===== src/shared/pocs_pkg.sv =====
// Summary of operation
// - Standby on pin toggle, I2C or JTAG
// - Standby keeps config, logic, I/Os alive
// - Selected subsystems power down on standby
// - Both supplies rising starts flash download
// - I/Os tristated before and during configuration
// - I/Os released only in user mode
// - Regulated variant also gates on the outer rail
// - Enabled droop in user mode resets
// - Continued monitoring is an option
// - Bandgap off leaves low-power monitor only
// - Non-regulated bandgap off only in user
// - Selected port stays active until cycle end
// - JTAG activation accepted any time
// - Optional CRC check on user entry
// - Serial config pins become GPIO when free
// - Test pins GPIO under test port select
// - Security bits block readback
// - Only full erase clears security bits
// - OTP rejects every erase and reprogram
// - Five configuration methods
// - Wake outputs only when wakeup enabled
package pocs_pkg;

	// ****************************************
	// Timing
	// ****************************************
	localparam int CLK_PERIOD_NS        = 4;
	localparam int FLASH_DOWNLOAD_US    = 2;
	localparam int FLASH_DOWNLOAD_CYC   = (FLASH_DOWNLOAD_US * 1000) / CLK_PERIOD_NS;
	localparam int CRC_CHECK_CYC        = 64;
	localparam int CNT_W                = 16;

	// ****************************************
	// Configuration sources
	// ****************************************
	typedef enum logic [2:0]
	{
		POCS_SRC_FLASH,
		POCS_SRC_JTAG,
		POCS_SRC_MSPI,
		POCS_SRC_SLAVE_SERIAL,
		POCS_SRC_I2C
	} pocs_src_t;

	localparam logic [2:0] SRC_RST = 3'h0;

endpackage : pocs_pkg


===== src/verilog/pocs_top.sv =====
`timescale 1ns/1ps
module pocs_top
(
	// Clock and reset
	input  wire logic               core_clk_i,
	input  wire logic               rst_i,
	// Supply monitor comparators
	input  wire logic               core_supply_ok_i,
	input  wire logic               bank0_supply_ok_i,
	input  wire logic               ext_supply_ok_i,
	input  wire logic               core_above_precise_i,
	input  wire logic               core_above_lowpower_i,
	// Static options
	input  wire logic               regulated_variant_i,
	input  wire logic               monitor_keep_en_i,
	input  wire logic               crc_check_en_i,
	input  wire logic               wakeup_en_i,
	input  wire logic               bandgap_off_on_stby_i,
	input  wire logic               monitor_off_on_stby_i,
	input  wire logic               bandgap_off_req_i,
	// Standby triggers
	input  wire logic               stby_pin_i,
	input  wire logic               stby_i2c_i,
	input  wire logic               stby_jtag_i,
	input  wire logic               wake_i,
	// Configuration sources
	input  wire logic               src_req_i,
	input  wire pocs_pkg::pocs_src_t src_sel_i,
	input  wire logic               jtag_activate_i,
	input  wire logic               cfg_load_done_i,
	input  wire logic               crc_ok_i,
	input  wire logic               test_port_select_i,
	// Security and OTP
	input  wire logic               sec_set_i,
	input  wire logic               otp_set_i,
	input  wire logic               erase_req_i,
	input  wire logic               prog_req_i,
	input  wire logic               readback_req_i,
	// Outputs
	output logic                    flash_download_o,
	output logic                    io_tristate_o,
	output logic                    user_mode_o,
	output logic                    user_rst_o,
	output logic                    stby_o,
	output logic                    bandgap_on_o,
	output logic                    precise_mon_on_o,
	output logic                    cfg_port_active_o,
	output pocs_pkg::pocs_src_t     cfg_src_o,
	output logic                    jtag_active_o,
	output logic                    serial_cfg_gpio_o,
	output logic                    tap_gpio_o,
	output logic                    crc_error_o,
	output logic                    sec_locked_o,
	output logic                    otp_locked_o,
	output logic                    readback_grant_o,
	output logic                    erase_grant_o,
	output logic                    prog_grant_o,
	output logic                    cfg_stdby_o,
	output logic                    cfg_wake_o
);
	import pocs_pkg::*;

	// ****************************************
	// Main sequencer
	// ****************************************
	typedef enum logic [2:0] {ST_MON, ST_LOAD, ST_CRC, ST_USER, ST_FAIL} pocs_state_t;

	pocs_state_t              state_ff, nxt_state;
	logic [CNT_W-1:0]         cnt_ff, nxt_cnt;
	logic                     stby_ff, nxt_stby;
	logic                     bg_ff, nxt_bg;
	logic                     pin_q_ff;
	logic                     port_ff, nxt_port;
	pocs_src_t                src_ff, nxt_src;
	logic                     jtag_ff, nxt_jtag;
	logic                     crcerr_ff, nxt_crcerr;
	logic                     sec_ff, nxt_sec;
	logic                     otp_ff, nxt_otp;
	logic                     supplies_ok, droop, stby_trig;

	// Start-up needs every monitored rail; regulated parts add the outer rail
	assign supplies_ok = core_supply_ok_i & bank0_supply_ok_i
		& (~regulated_variant_i | ext_supply_ok_i);
	// Low-power monitor is coarser: it only sees the lower trip point
	assign droop = monitor_keep_en_i
		& (bg_ff ? ~core_above_precise_i : ~core_above_lowpower_i);
	assign stby_trig = (stby_pin_i ^ pin_q_ff) | stby_i2c_i | stby_jtag_i;

	// Next-state logic
	always_comb
	begin
		nxt_state  = state_ff;
		nxt_cnt    = cnt_ff;
		nxt_stby   = stby_ff;
		nxt_bg     = bg_ff;
		nxt_port   = port_ff;
		nxt_src    = src_ff;
		nxt_jtag   = jtag_ff | jtag_activate_i;
		nxt_crcerr = crcerr_ff;
		nxt_sec    = sec_ff | sec_set_i;
		nxt_otp    = otp_ff | otp_set_i;
		// Erase is the only path that clears the security bit; OTP blocks even that
		if (erase_req_i && !otp_ff)
		begin
			nxt_sec = sec_set_i;
		end
		case (state_ff)
			ST_MON:
			begin
				nxt_cnt  = '0;
				nxt_port = 1'b0;
				nxt_bg   = 1'b1;
				nxt_stby = 1'b0;
				if (supplies_ok)
				begin
					nxt_state = ST_LOAD;
					nxt_port  = 1'b1;
					nxt_src   = POCS_SRC_FLASH;
				end
			end
			ST_LOAD:
			begin
				// A port once chosen holds until the cycle ends
				if (src_req_i && src_ff == POCS_SRC_FLASH && cnt_ff == '0)
				begin
					nxt_src = src_sel_i;
				end
				if (cnt_ff != CNT_W'(FLASH_DOWNLOAD_CYC))
				begin
					nxt_cnt = cnt_ff + 1'b1;
				end
				if (cfg_load_done_i && cnt_ff == CNT_W'(FLASH_DOWNLOAD_CYC))
				begin
					nxt_cnt   = '0;
					nxt_port  = 1'b0;
					nxt_state = crc_check_en_i ? ST_CRC : ST_USER;
				end
			end
			ST_CRC:
			begin
				nxt_cnt = cnt_ff + 1'b1;
				if (cnt_ff == CNT_W'(CRC_CHECK_CYC))
				begin
					nxt_crcerr = ~crc_ok_i;
					nxt_state  = crc_ok_i ? ST_USER : ST_FAIL;
				end
			end
			ST_USER:
			begin
				// Bandgap may drop only in user mode, and only on request
				if (bandgap_off_req_i)
				begin
					nxt_bg = 1'b0;
				end
				if (stby_trig && !stby_ff)
				begin
					nxt_stby = 1'b1;
				end
				else if (wake_i)
				begin
					nxt_stby = 1'b0;
				end
				// Droop wins over a bandgap-off request: monitoring restarts precise
				if (droop)
				begin
					nxt_state = ST_MON;
					nxt_bg    = 1'b1;
				end
			end
			default:
			begin
				if (!supplies_ok)
				begin
					nxt_state = ST_MON;
				end
			end
		endcase
	end

	// State registers
	always_ff @(posedge core_clk_i or posedge rst_i)
	begin
		if (rst_i)
		begin
			state_ff  <= ST_MON;
			cnt_ff    <= '0;
			stby_ff   <= 1'b0;
			bg_ff     <= 1'b1;
			pin_q_ff  <= 1'b0;
			port_ff   <= 1'b0;
			src_ff    <= pocs_src_t'(SRC_RST);
			jtag_ff   <= 1'b0;
			crcerr_ff <= 1'b0;
			sec_ff    <= 1'b0;
			otp_ff    <= 1'b0;
		end
		else
		begin
			state_ff  <= nxt_state;
			cnt_ff    <= nxt_cnt;
			stby_ff   <= nxt_stby;
			bg_ff     <= nxt_bg;
			pin_q_ff  <= stby_pin_i;
			port_ff   <= nxt_port;
			src_ff    <= nxt_src;
			jtag_ff   <= nxt_jtag;
			crcerr_ff <= nxt_crcerr;
			sec_ff    <= nxt_sec;
			otp_ff    <= nxt_otp;
		end
	end

	// ****************************************
	// Registered outputs
	// ****************************************
	always_ff @(posedge core_clk_i or posedge rst_i)
	begin
		if (rst_i)
		begin
			flash_download_o  <= 1'b0;
			io_tristate_o     <= 1'b1;
			user_mode_o       <= 1'b0;
			user_rst_o        <= 1'b1;
			stby_o            <= 1'b0;
			bandgap_on_o      <= 1'b1;
			precise_mon_on_o  <= 1'b1;
			cfg_port_active_o <= 1'b0;
			cfg_src_o         <= pocs_src_t'(SRC_RST);
			jtag_active_o     <= 1'b0;
			serial_cfg_gpio_o <= 1'b0;
			tap_gpio_o        <= 1'b0;
			crc_error_o       <= 1'b0;
			sec_locked_o      <= 1'b0;
			otp_locked_o      <= 1'b0;
			readback_grant_o  <= 1'b0;
			erase_grant_o     <= 1'b0;
			prog_grant_o      <= 1'b0;
			cfg_stdby_o       <= 1'b0;
			cfg_wake_o        <= 1'b0;
		end
		else
		begin
			flash_download_o  <= nxt_state == ST_LOAD && nxt_src == POCS_SRC_FLASH;
			io_tristate_o     <= nxt_state != ST_USER;
			user_mode_o       <= nxt_state == ST_USER;
			// Single synchronous release so all user flops leave reset together
			user_rst_o        <= nxt_state != ST_USER;
			// Standby leaves logic and I/Os running; only opted-in parts sleep
			stby_o            <= nxt_stby;
			bandgap_on_o      <= nxt_bg & ~(nxt_stby & bandgap_off_on_stby_i);
			precise_mon_on_o  <= nxt_bg & ~(nxt_stby & (bandgap_off_on_stby_i
				| monitor_off_on_stby_i));
			cfg_port_active_o <= nxt_port;
			cfg_src_o         <= nxt_src;
			jtag_active_o     <= nxt_jtag;
			serial_cfg_gpio_o <= nxt_state == ST_USER && nxt_src != POCS_SRC_SLAVE_SERIAL;
			// Select pin governs the test pins, but a loading test port keeps them
			tap_gpio_o        <= ~test_port_select_i
				& ~(nxt_port && nxt_src == POCS_SRC_JTAG);
			crc_error_o       <= nxt_crcerr;
			sec_locked_o      <= nxt_sec;
			otp_locked_o      <= nxt_otp;
			readback_grant_o  <= readback_req_i & ~sec_ff;
			erase_grant_o     <= erase_req_i & ~otp_ff;
			prog_grant_o      <= prog_req_i & ~otp_ff;
			cfg_stdby_o       <= wakeup_en_i & stby_trig & (state_ff == ST_USER);
			cfg_wake_o        <= wakeup_en_i & wake_i & stby_ff;
		end
	end
endmodule : pocs_top


===== config.mk =====
export PLATFORM = sky130hd
export DESIGN_NAME = pocs_top
export DESIGN_NICKNAME = d
export VERILOG_FILES = /design/src/shared/pocs_pkg.sv /design/src/verilog/pocs_top.sv
export SDC_FILE = /design/constraint.sdc
export NUM_CORES = 1
export LEC_CHECK = 0
export ABC_CLOCK_PERIOD_IN_PS = 2800
export BUFFER_PORTS_ARGS = -buffer_cell sky130_fd_sc_hd__buf_2
export CAP_MARGIN = 10
export CORE_AREA = 2 2 79 81
export CTS_CLUSTER_DIAMETER = 150
export CTS_CLUSTER_SIZE = 14
export DETAILED_ROUTE_END_ITERATION = 12
export DIE_AREA = 0 0 81 83
export SYNTH_ARGS = -nofsm -noshare
export SYNTH_HDL_FRONTEND = slang
export SYNTH_SLANG_ARGS = --single-unit

===== constraint.sdc =====
create_clock -name core_clk_i -period 2.8 [get_ports core_clk_i]
set_input_delay 0.14 -clock core_clk_i [delete_from_list [all_inputs] [get_ports core_clk_i]]
set_output_delay 0.14 -clock core_clk_i [all_outputs]
set_load 0.02 [all_outputs]

**After elaboration in Yosys (flattened, before gate mapping)**

Index checks and enable logic that the tools add are counted.

- Bits in registers: 42
- Word-level logic and storage cells: 111
- Output and inout bits: 22
- Bits of input ports: 31

- Bitwise gates (word level): 33
- Muxes and demuxes: 25
- $add $sub $neg: 1
- Equality and inequality tests: 12
- Reductions and logical operators: 17

Operators by type and width:

| cell | number |
|---|---|
| $pmux 16 s3 | 1 |
| $mux 16 | 2 |
| $mux 3 | 8 |
| $add 16x1->16 const B | 1 |
| $eq 16x7->1 const B | 1 |
| $eq 16x9->1 const B | 1 |
| $logic_not 16->1 | 1 |
| $ne 16x9->1 const B | 1 |
| $and 1x1->1 | 15 |
| $pmux 3 s4 | 1 |
| $not 1->1 | 10 |
| $eq 3x1->1 const B | 3 |
| $eq 3x2->1 const B | 3 |
| $logic_not 3->1 | 3 |
| $mux 1 | 9 |
| $logic_and 1x1->1 | 8 |
| $or 1x1->1 | 7 |
| $ne 3x2->1 const B | 2 |
| $pmux 1 s2 | 3 |
| $pmux 3 s2 | 1 |
| $reduce_and 2->1 | 2 |
| $ne 3x3->1 const B | 1 |
| $reduce_bool 3->1 | 1 |
| $logic_not 1->1 | 2 |
| $xor 1x1->1 | 1 |

**Logic depth before layout (Yosys ltp)**

- Word-level depth: 9
- Depth in mapped cells: 8
- Gate-level depth less buffers: 8

**Worst setup path before layout**

OpenSTA, ideal clock, no wires.

- Path kind: register to register
- Start: register cnt_ff[0]
- End: register flash_download_o
- Data required time: 2.693 ns
- Buffers on the path: 0
- Setup time: 0.107 ns
- Arrival time: 1.886 ns
- Period minus slack after synthesis: 1.993 ns
- Slack: 0.807 ns
- Stages on the path, launching flop included: 8
- Cell sequence: dfrtp_1 -> inv_1 -> ha_1 -> nor4b_1 -> and3_2 -> nand4_2 -> o211a_4 -> a2111oi_4

- Cells in the longest elaborated chain, start to end: 6
- Elaborated cells on any way between the ends: 13
- Classes of those cells: 3 x eq/ne; 5 x mux; 5 x reduce/logical

Ends and longest elaborated chain:

| item | line | text |
|---|---|---|
| start: declaration | pocs_top.sv:69 | `logic [CNT_W-1:0] cnt_ff, nxt_cnt;` |
| start signal: assignment | pocs_top.sv:200 | `cnt_ff <= nxt_cnt;` |
| $eq 16x9->1 / $logic_not 16->1 (equally long branches) | pocs_top.sv:132, pocs_top.sv:124 |  |
| $logic_and 1x1->1 (on tied branches) | pocs_top.sv:132, pocs_top.sv:124 |  |
| $mux 3 (on tied branches) | pocs_top.sv:132, pocs_top.sv:124 |  |
| $pmux 3 s4 / $pmux 3 s2 (equally long branches) | pocs_top.sv:107 | `case (state_ff)` |
| $eq 3x1->1 / $logic_not 3->1 (equally long branches) | pocs_top.sv:243 | `flash_download_o <= nxt_state == ST_LOAD && nxt_src == POCS_SRC_FLASH;` |
| $logic_and 1x1->1 (*) | pocs_top.sv:243 |  |
| end signal: assignment | pocs_top.sv:220 | `flash_download_o <= 1'b0;` |
| end signal: assignment | pocs_top.sv:243 |  |
| end: declaration | pocs_top.sv:40 | `output logic flash_download_o,` |

Every way passes the cells marked *; elsewhere a longest branch is shown, timed or not.
A chain may end at the register's enable or synchronous reset.

**Final worst setup path**

- Start: register cnt_ff[0]
- End: register cnt_ff[15]

- Cells in the longest elaborated chain, start to end: 4
- Elaborated cells on any way between the ends: 9
- Classes of those cells: 1 x add/sub; 3 x eq/ne; 3 x mux; 2 x reduce/logical

Ends and longest elaborated chain:

| item | line |
|---|---|
| $add 16x1->16 / $eq 16x9->1 (equally long branches) | pocs_top.sv:130, pocs_top.sv:141, pocs_top.sv:132 |
| $mux 16 / $logic_and 1x1->1 (equally long branches) | pocs_top.sv:128, pocs_top.sv:132 |
| $mux 16 / $ne 3x3->1 (equally long branches) | n/a |
| $pmux 16 s3 / $reduce_and 2->1 (equally long branches) | n/a |

Parallel ways exist; a longest one is shown, timed or not. The select of a mux whose other input is x is not followed.

==> results.json <==
{
  "die_x_um": 81,
  "drcViolationCount": 0,
  "power.leakage_nw": 1.25,
  "num-fill-cells": 584,
  "cp-end-kind": "register",
  "cts_tree": "yes",
  "place.gp.congestion": 0.839,
  "clkPwrFrac": 0.252,
  "numCtsBuffers": 5,
  "p_per_area_nw_per_um2": 601,
  "r2r_setup_slack_ns": 0.50,
  "largest_register_ffs": 16,
  "p_seq_frac": 0.468,
  "synth_edf_count": 0,
  "fin_crit_ns": 2.30,
  "area.growth.synth_to_final_pct": 21.7,
  "yosysUniqueCellTypes": 55,
  "fin_skew_ns": 0.00250,
  "cp.arrival_ns": 2.49,
  "timing.critical_path.from": "cnt_ff[0]$_DFFE_PP0P_",
  "drtPass1Iterations": 4,
  "synth_area_leader_cell": "dfrtp_1",
  "worst-setup-path-type": "reg -> reg",
  "root_buffer": "clkbuf_8",
  "path_max_fanout": 9,
  "grt_util_met3": 0.0457,
  "synth_area_leaders": "dfrtp_1, dfstp_2, nor2_1",
  "outcome": "completed",
  "rows": 28,
  "post-cts-setup-buffer-count": 0,
  "die_y_um": 83,
  "cts_max_path_buffers": 2,
  "finalMaxSlewViolations": 0,
  "tightest_slew_ns": 0.512,
  "pin_count": 53,
  "detailed_place_hpwl_um": 3620,
  "layout_setup_ws_ns": 0.496,
  "final-hold-violation-count": 0,
  "clk_pin_slew_ns": 0.07,
  "drive_gt1_frac": 0.292,
  "use_met1": 0.187,
  "pre_cts_slack_ns": 0.524,
  "worstReg2RegStart": "cnt_ff[0]$_DFFE_PP0P_",
  "first_global_vias": 1788,
  "pwr-share-comb": 0.281,
  "peakVddDrop_mv": 0.239,
  "syn_nets": 249,
  "r2r_end": "cnt_ff[15]$_DFFE_PP0P_",
  "multiInputGateArea_um2": 1000,
  "n_antenna_cell": 0,
  "busiest_layer": "met2",
  "grt_pass1_wl_um": 8180,
  "vias": 1787,
  "timing.final.crit_share": 0.823,
  "wl_per_cell_um": 13.5,
  "swShare": 0.333,
  "antenna_found_initial": 0,
  "drtIter0Drc": 80,
  "syn_inst": 216,
  "synth.most_common_cell": "dfrtp_1",
  "grt.total_usage": 0.153,
  "postSynthAreaPerCell_um2": 9.97,
  "required_ns": 2.99,
  "slew_headroom": 0.654,
  "drtAntennaViolNets": 0,
  "cp-start-kind": "register",
  "min_path_type": "in -> reg",
  "overflow": 0,
  "core_area_um2": 5820,
  "p_switching_w": 0.000525,
  "ys_dominant_reg_cell": "dfrtp_1",
  "yosysSeqAreaShare": 0.490,
  "synthTopCellsByCount": "dfrtp_1, nor2_1, nand2_1",
  "setup_tns_ns": 0,
  "synthArstFlopShare": 1.00,
  "reg_top3": "cnt_ff x16, cfg_src_o x3, state_ff x3",
  "setup.worst_path.end": "cnt_ff[15]$_DFFE_PP0P_",
  "setup_viol": 0,
  "synth_area_um2": 2150,
  "htreeDepth": 2,
  "synth_top_area_frac": 0.441,
  "dieArea_um2": 6720,
  "start_util": 0.370,
  "clock_sinks": 42,
  "cts_resized": 0,
  "ys_seq_elements": 42,
  "ff_latch_area_um2": 1060,
  "clk_latency_ns": 0.29,
  "reg2regPathDepth": 8,
  "internal-power_w": 0.00105,
  "rsz0062_at_grt": "false",
  "yosysWarningCount": 0,
  "wirelength_um": 4760,
  "grt_max_degree": 43,
  "io_buffers": 52,
  "max_freq_mhz": 434,
  "grt_use_met2": 0.261,
  "vias_per_cell": 5.08,
  "maxCapViolations": 0,
  "largest-register": "cnt_ff",
  "nets": 309
}
-- through the flow --
step	util	total power, W	std cells	area (um2)	hold WS [ns]
6_report	0.451	0.00158	352	2620	0.0327
5_1_grt	0.451	0.00168	352	2620	0.0331
4_1_cts	0.451	0.00160	352	2620	0.0245
3_5_place_dp	0.428	0.00119	340	2490	0.282
3_3_place_gp	0.428	0.00118	340	2490	0.277
2_1_floorplan	-	0.00106	216	2150	0.171
-- worst min-delay path by stage --
stage	startpoint	endpoint	slack, ns	cells past startpoint
after floorplan	stby_pin_i	pin_q_ff$_DFF_PP0_	0.17	0
after global placement	stby_pin_i	pin_q_ff$_DFF_PP0_	0.28	1
after detailed placement	stby_pin_i	pin_q_ff$_DFF_PP0_	0.28	1
after CTS	otp_set_i	otp_locked_o$_DFF_PP0_	0.02	2
after global routing	otp_set_i	otp_locked_o$_DFF_PP0_	0.03	2
final	otp_set_i	otp_locked_o$_DFF_PP0_	0.03	2
-- worst max-delay path, cell delays in order, from the launching register on --
cell     delay [ns]
dfrtp_1        0.40
inv_1          0.09
ha_1           0.15
nor4b_1        0.44
and3_2         0.34
nand3_1        0.13
a21oi_2        0.35
buf_4          0.24
nor2_1         0.06
-- layout make-up --
type                    count  area share
repair buffers             60       0.126
inverters                  13      0.0186
flip-flops and latches     42       0.403
clock buffers               7      0.0329
clock inverters             1     0.00191
multi-input cells         154       0.382
well taps                  75      0.0358
-- kinds of logic after synthesis --
kind of cell             share of synthesized area
AO/OA/AOI/OAI                                0.132
XOR/XNOR                                    0.0569
adder cells (fa/ha/maj)                     0.0116
buffers and inverters                       0.0447
flip-flops                                   0.490
multiplexers                               0.00929
AND/OR/NAND/NOR                              0.255
-- cell usage in the layout, fill, tap and decap left out, drive strengths merged, types with 2 or more instances in the layout --
cell type	netlist	layout
nand4	10	10
dfstp	4	4
dlygate4sd3	0	4
clkbuf	1	7
nor4b	2	2
or2	4	4
xor2	6	6
mux2i	2	2
nand2b	2	2
or4	3	3
a41oi	2	2
nand4b	2	2
and3	7	7
nand3	8	8
o21ai	11	11
and4	2	2
nand2	16	16
nor3	5	5
ha	2	2
o21a	2	2
nor2b	5	5
a21o	2	2
o21bai	2	2
xnor2	8	8
a21oi	8	8
nor2	22	22
nor4	4	4
inv	13	13
dfrtp	38	38
buf	6	56
nor3b	3	3
-- power groups by stage --
stage / clock (W) / sequential (W) / combinational (W)
after floorplan: 0 / 0.000764 / 0.000291
after CTS: 0.000413 / 0.000737 / 0.000446
after global placement: 0 / 0.000747 / 0.000436
after global routing: 0.000439 / 0.000751 / 0.000493
final: 0.000397 / 0.000737 / 0.000442
after detailed placement: 0 / 0.000748 / 0.000440
-- layer usage --
| metal | part of all wire | wire (um) |
|---|---|---|
| met4 | 0.0084 | 40 |
| met3 | 0.061 | 292 |
| met2 | 0.50 | 2360 |
| met5 | 0 | 0 |
| met1 | 0.43 | 2070 |
-- timing repair --
action                                  4_1_cts  5_1_grt
hold buffers                                  4        0
hold endpoints to repair                     41        0
endpoints found under the setup margin        0        0
(Power assumes the default switching activity.)
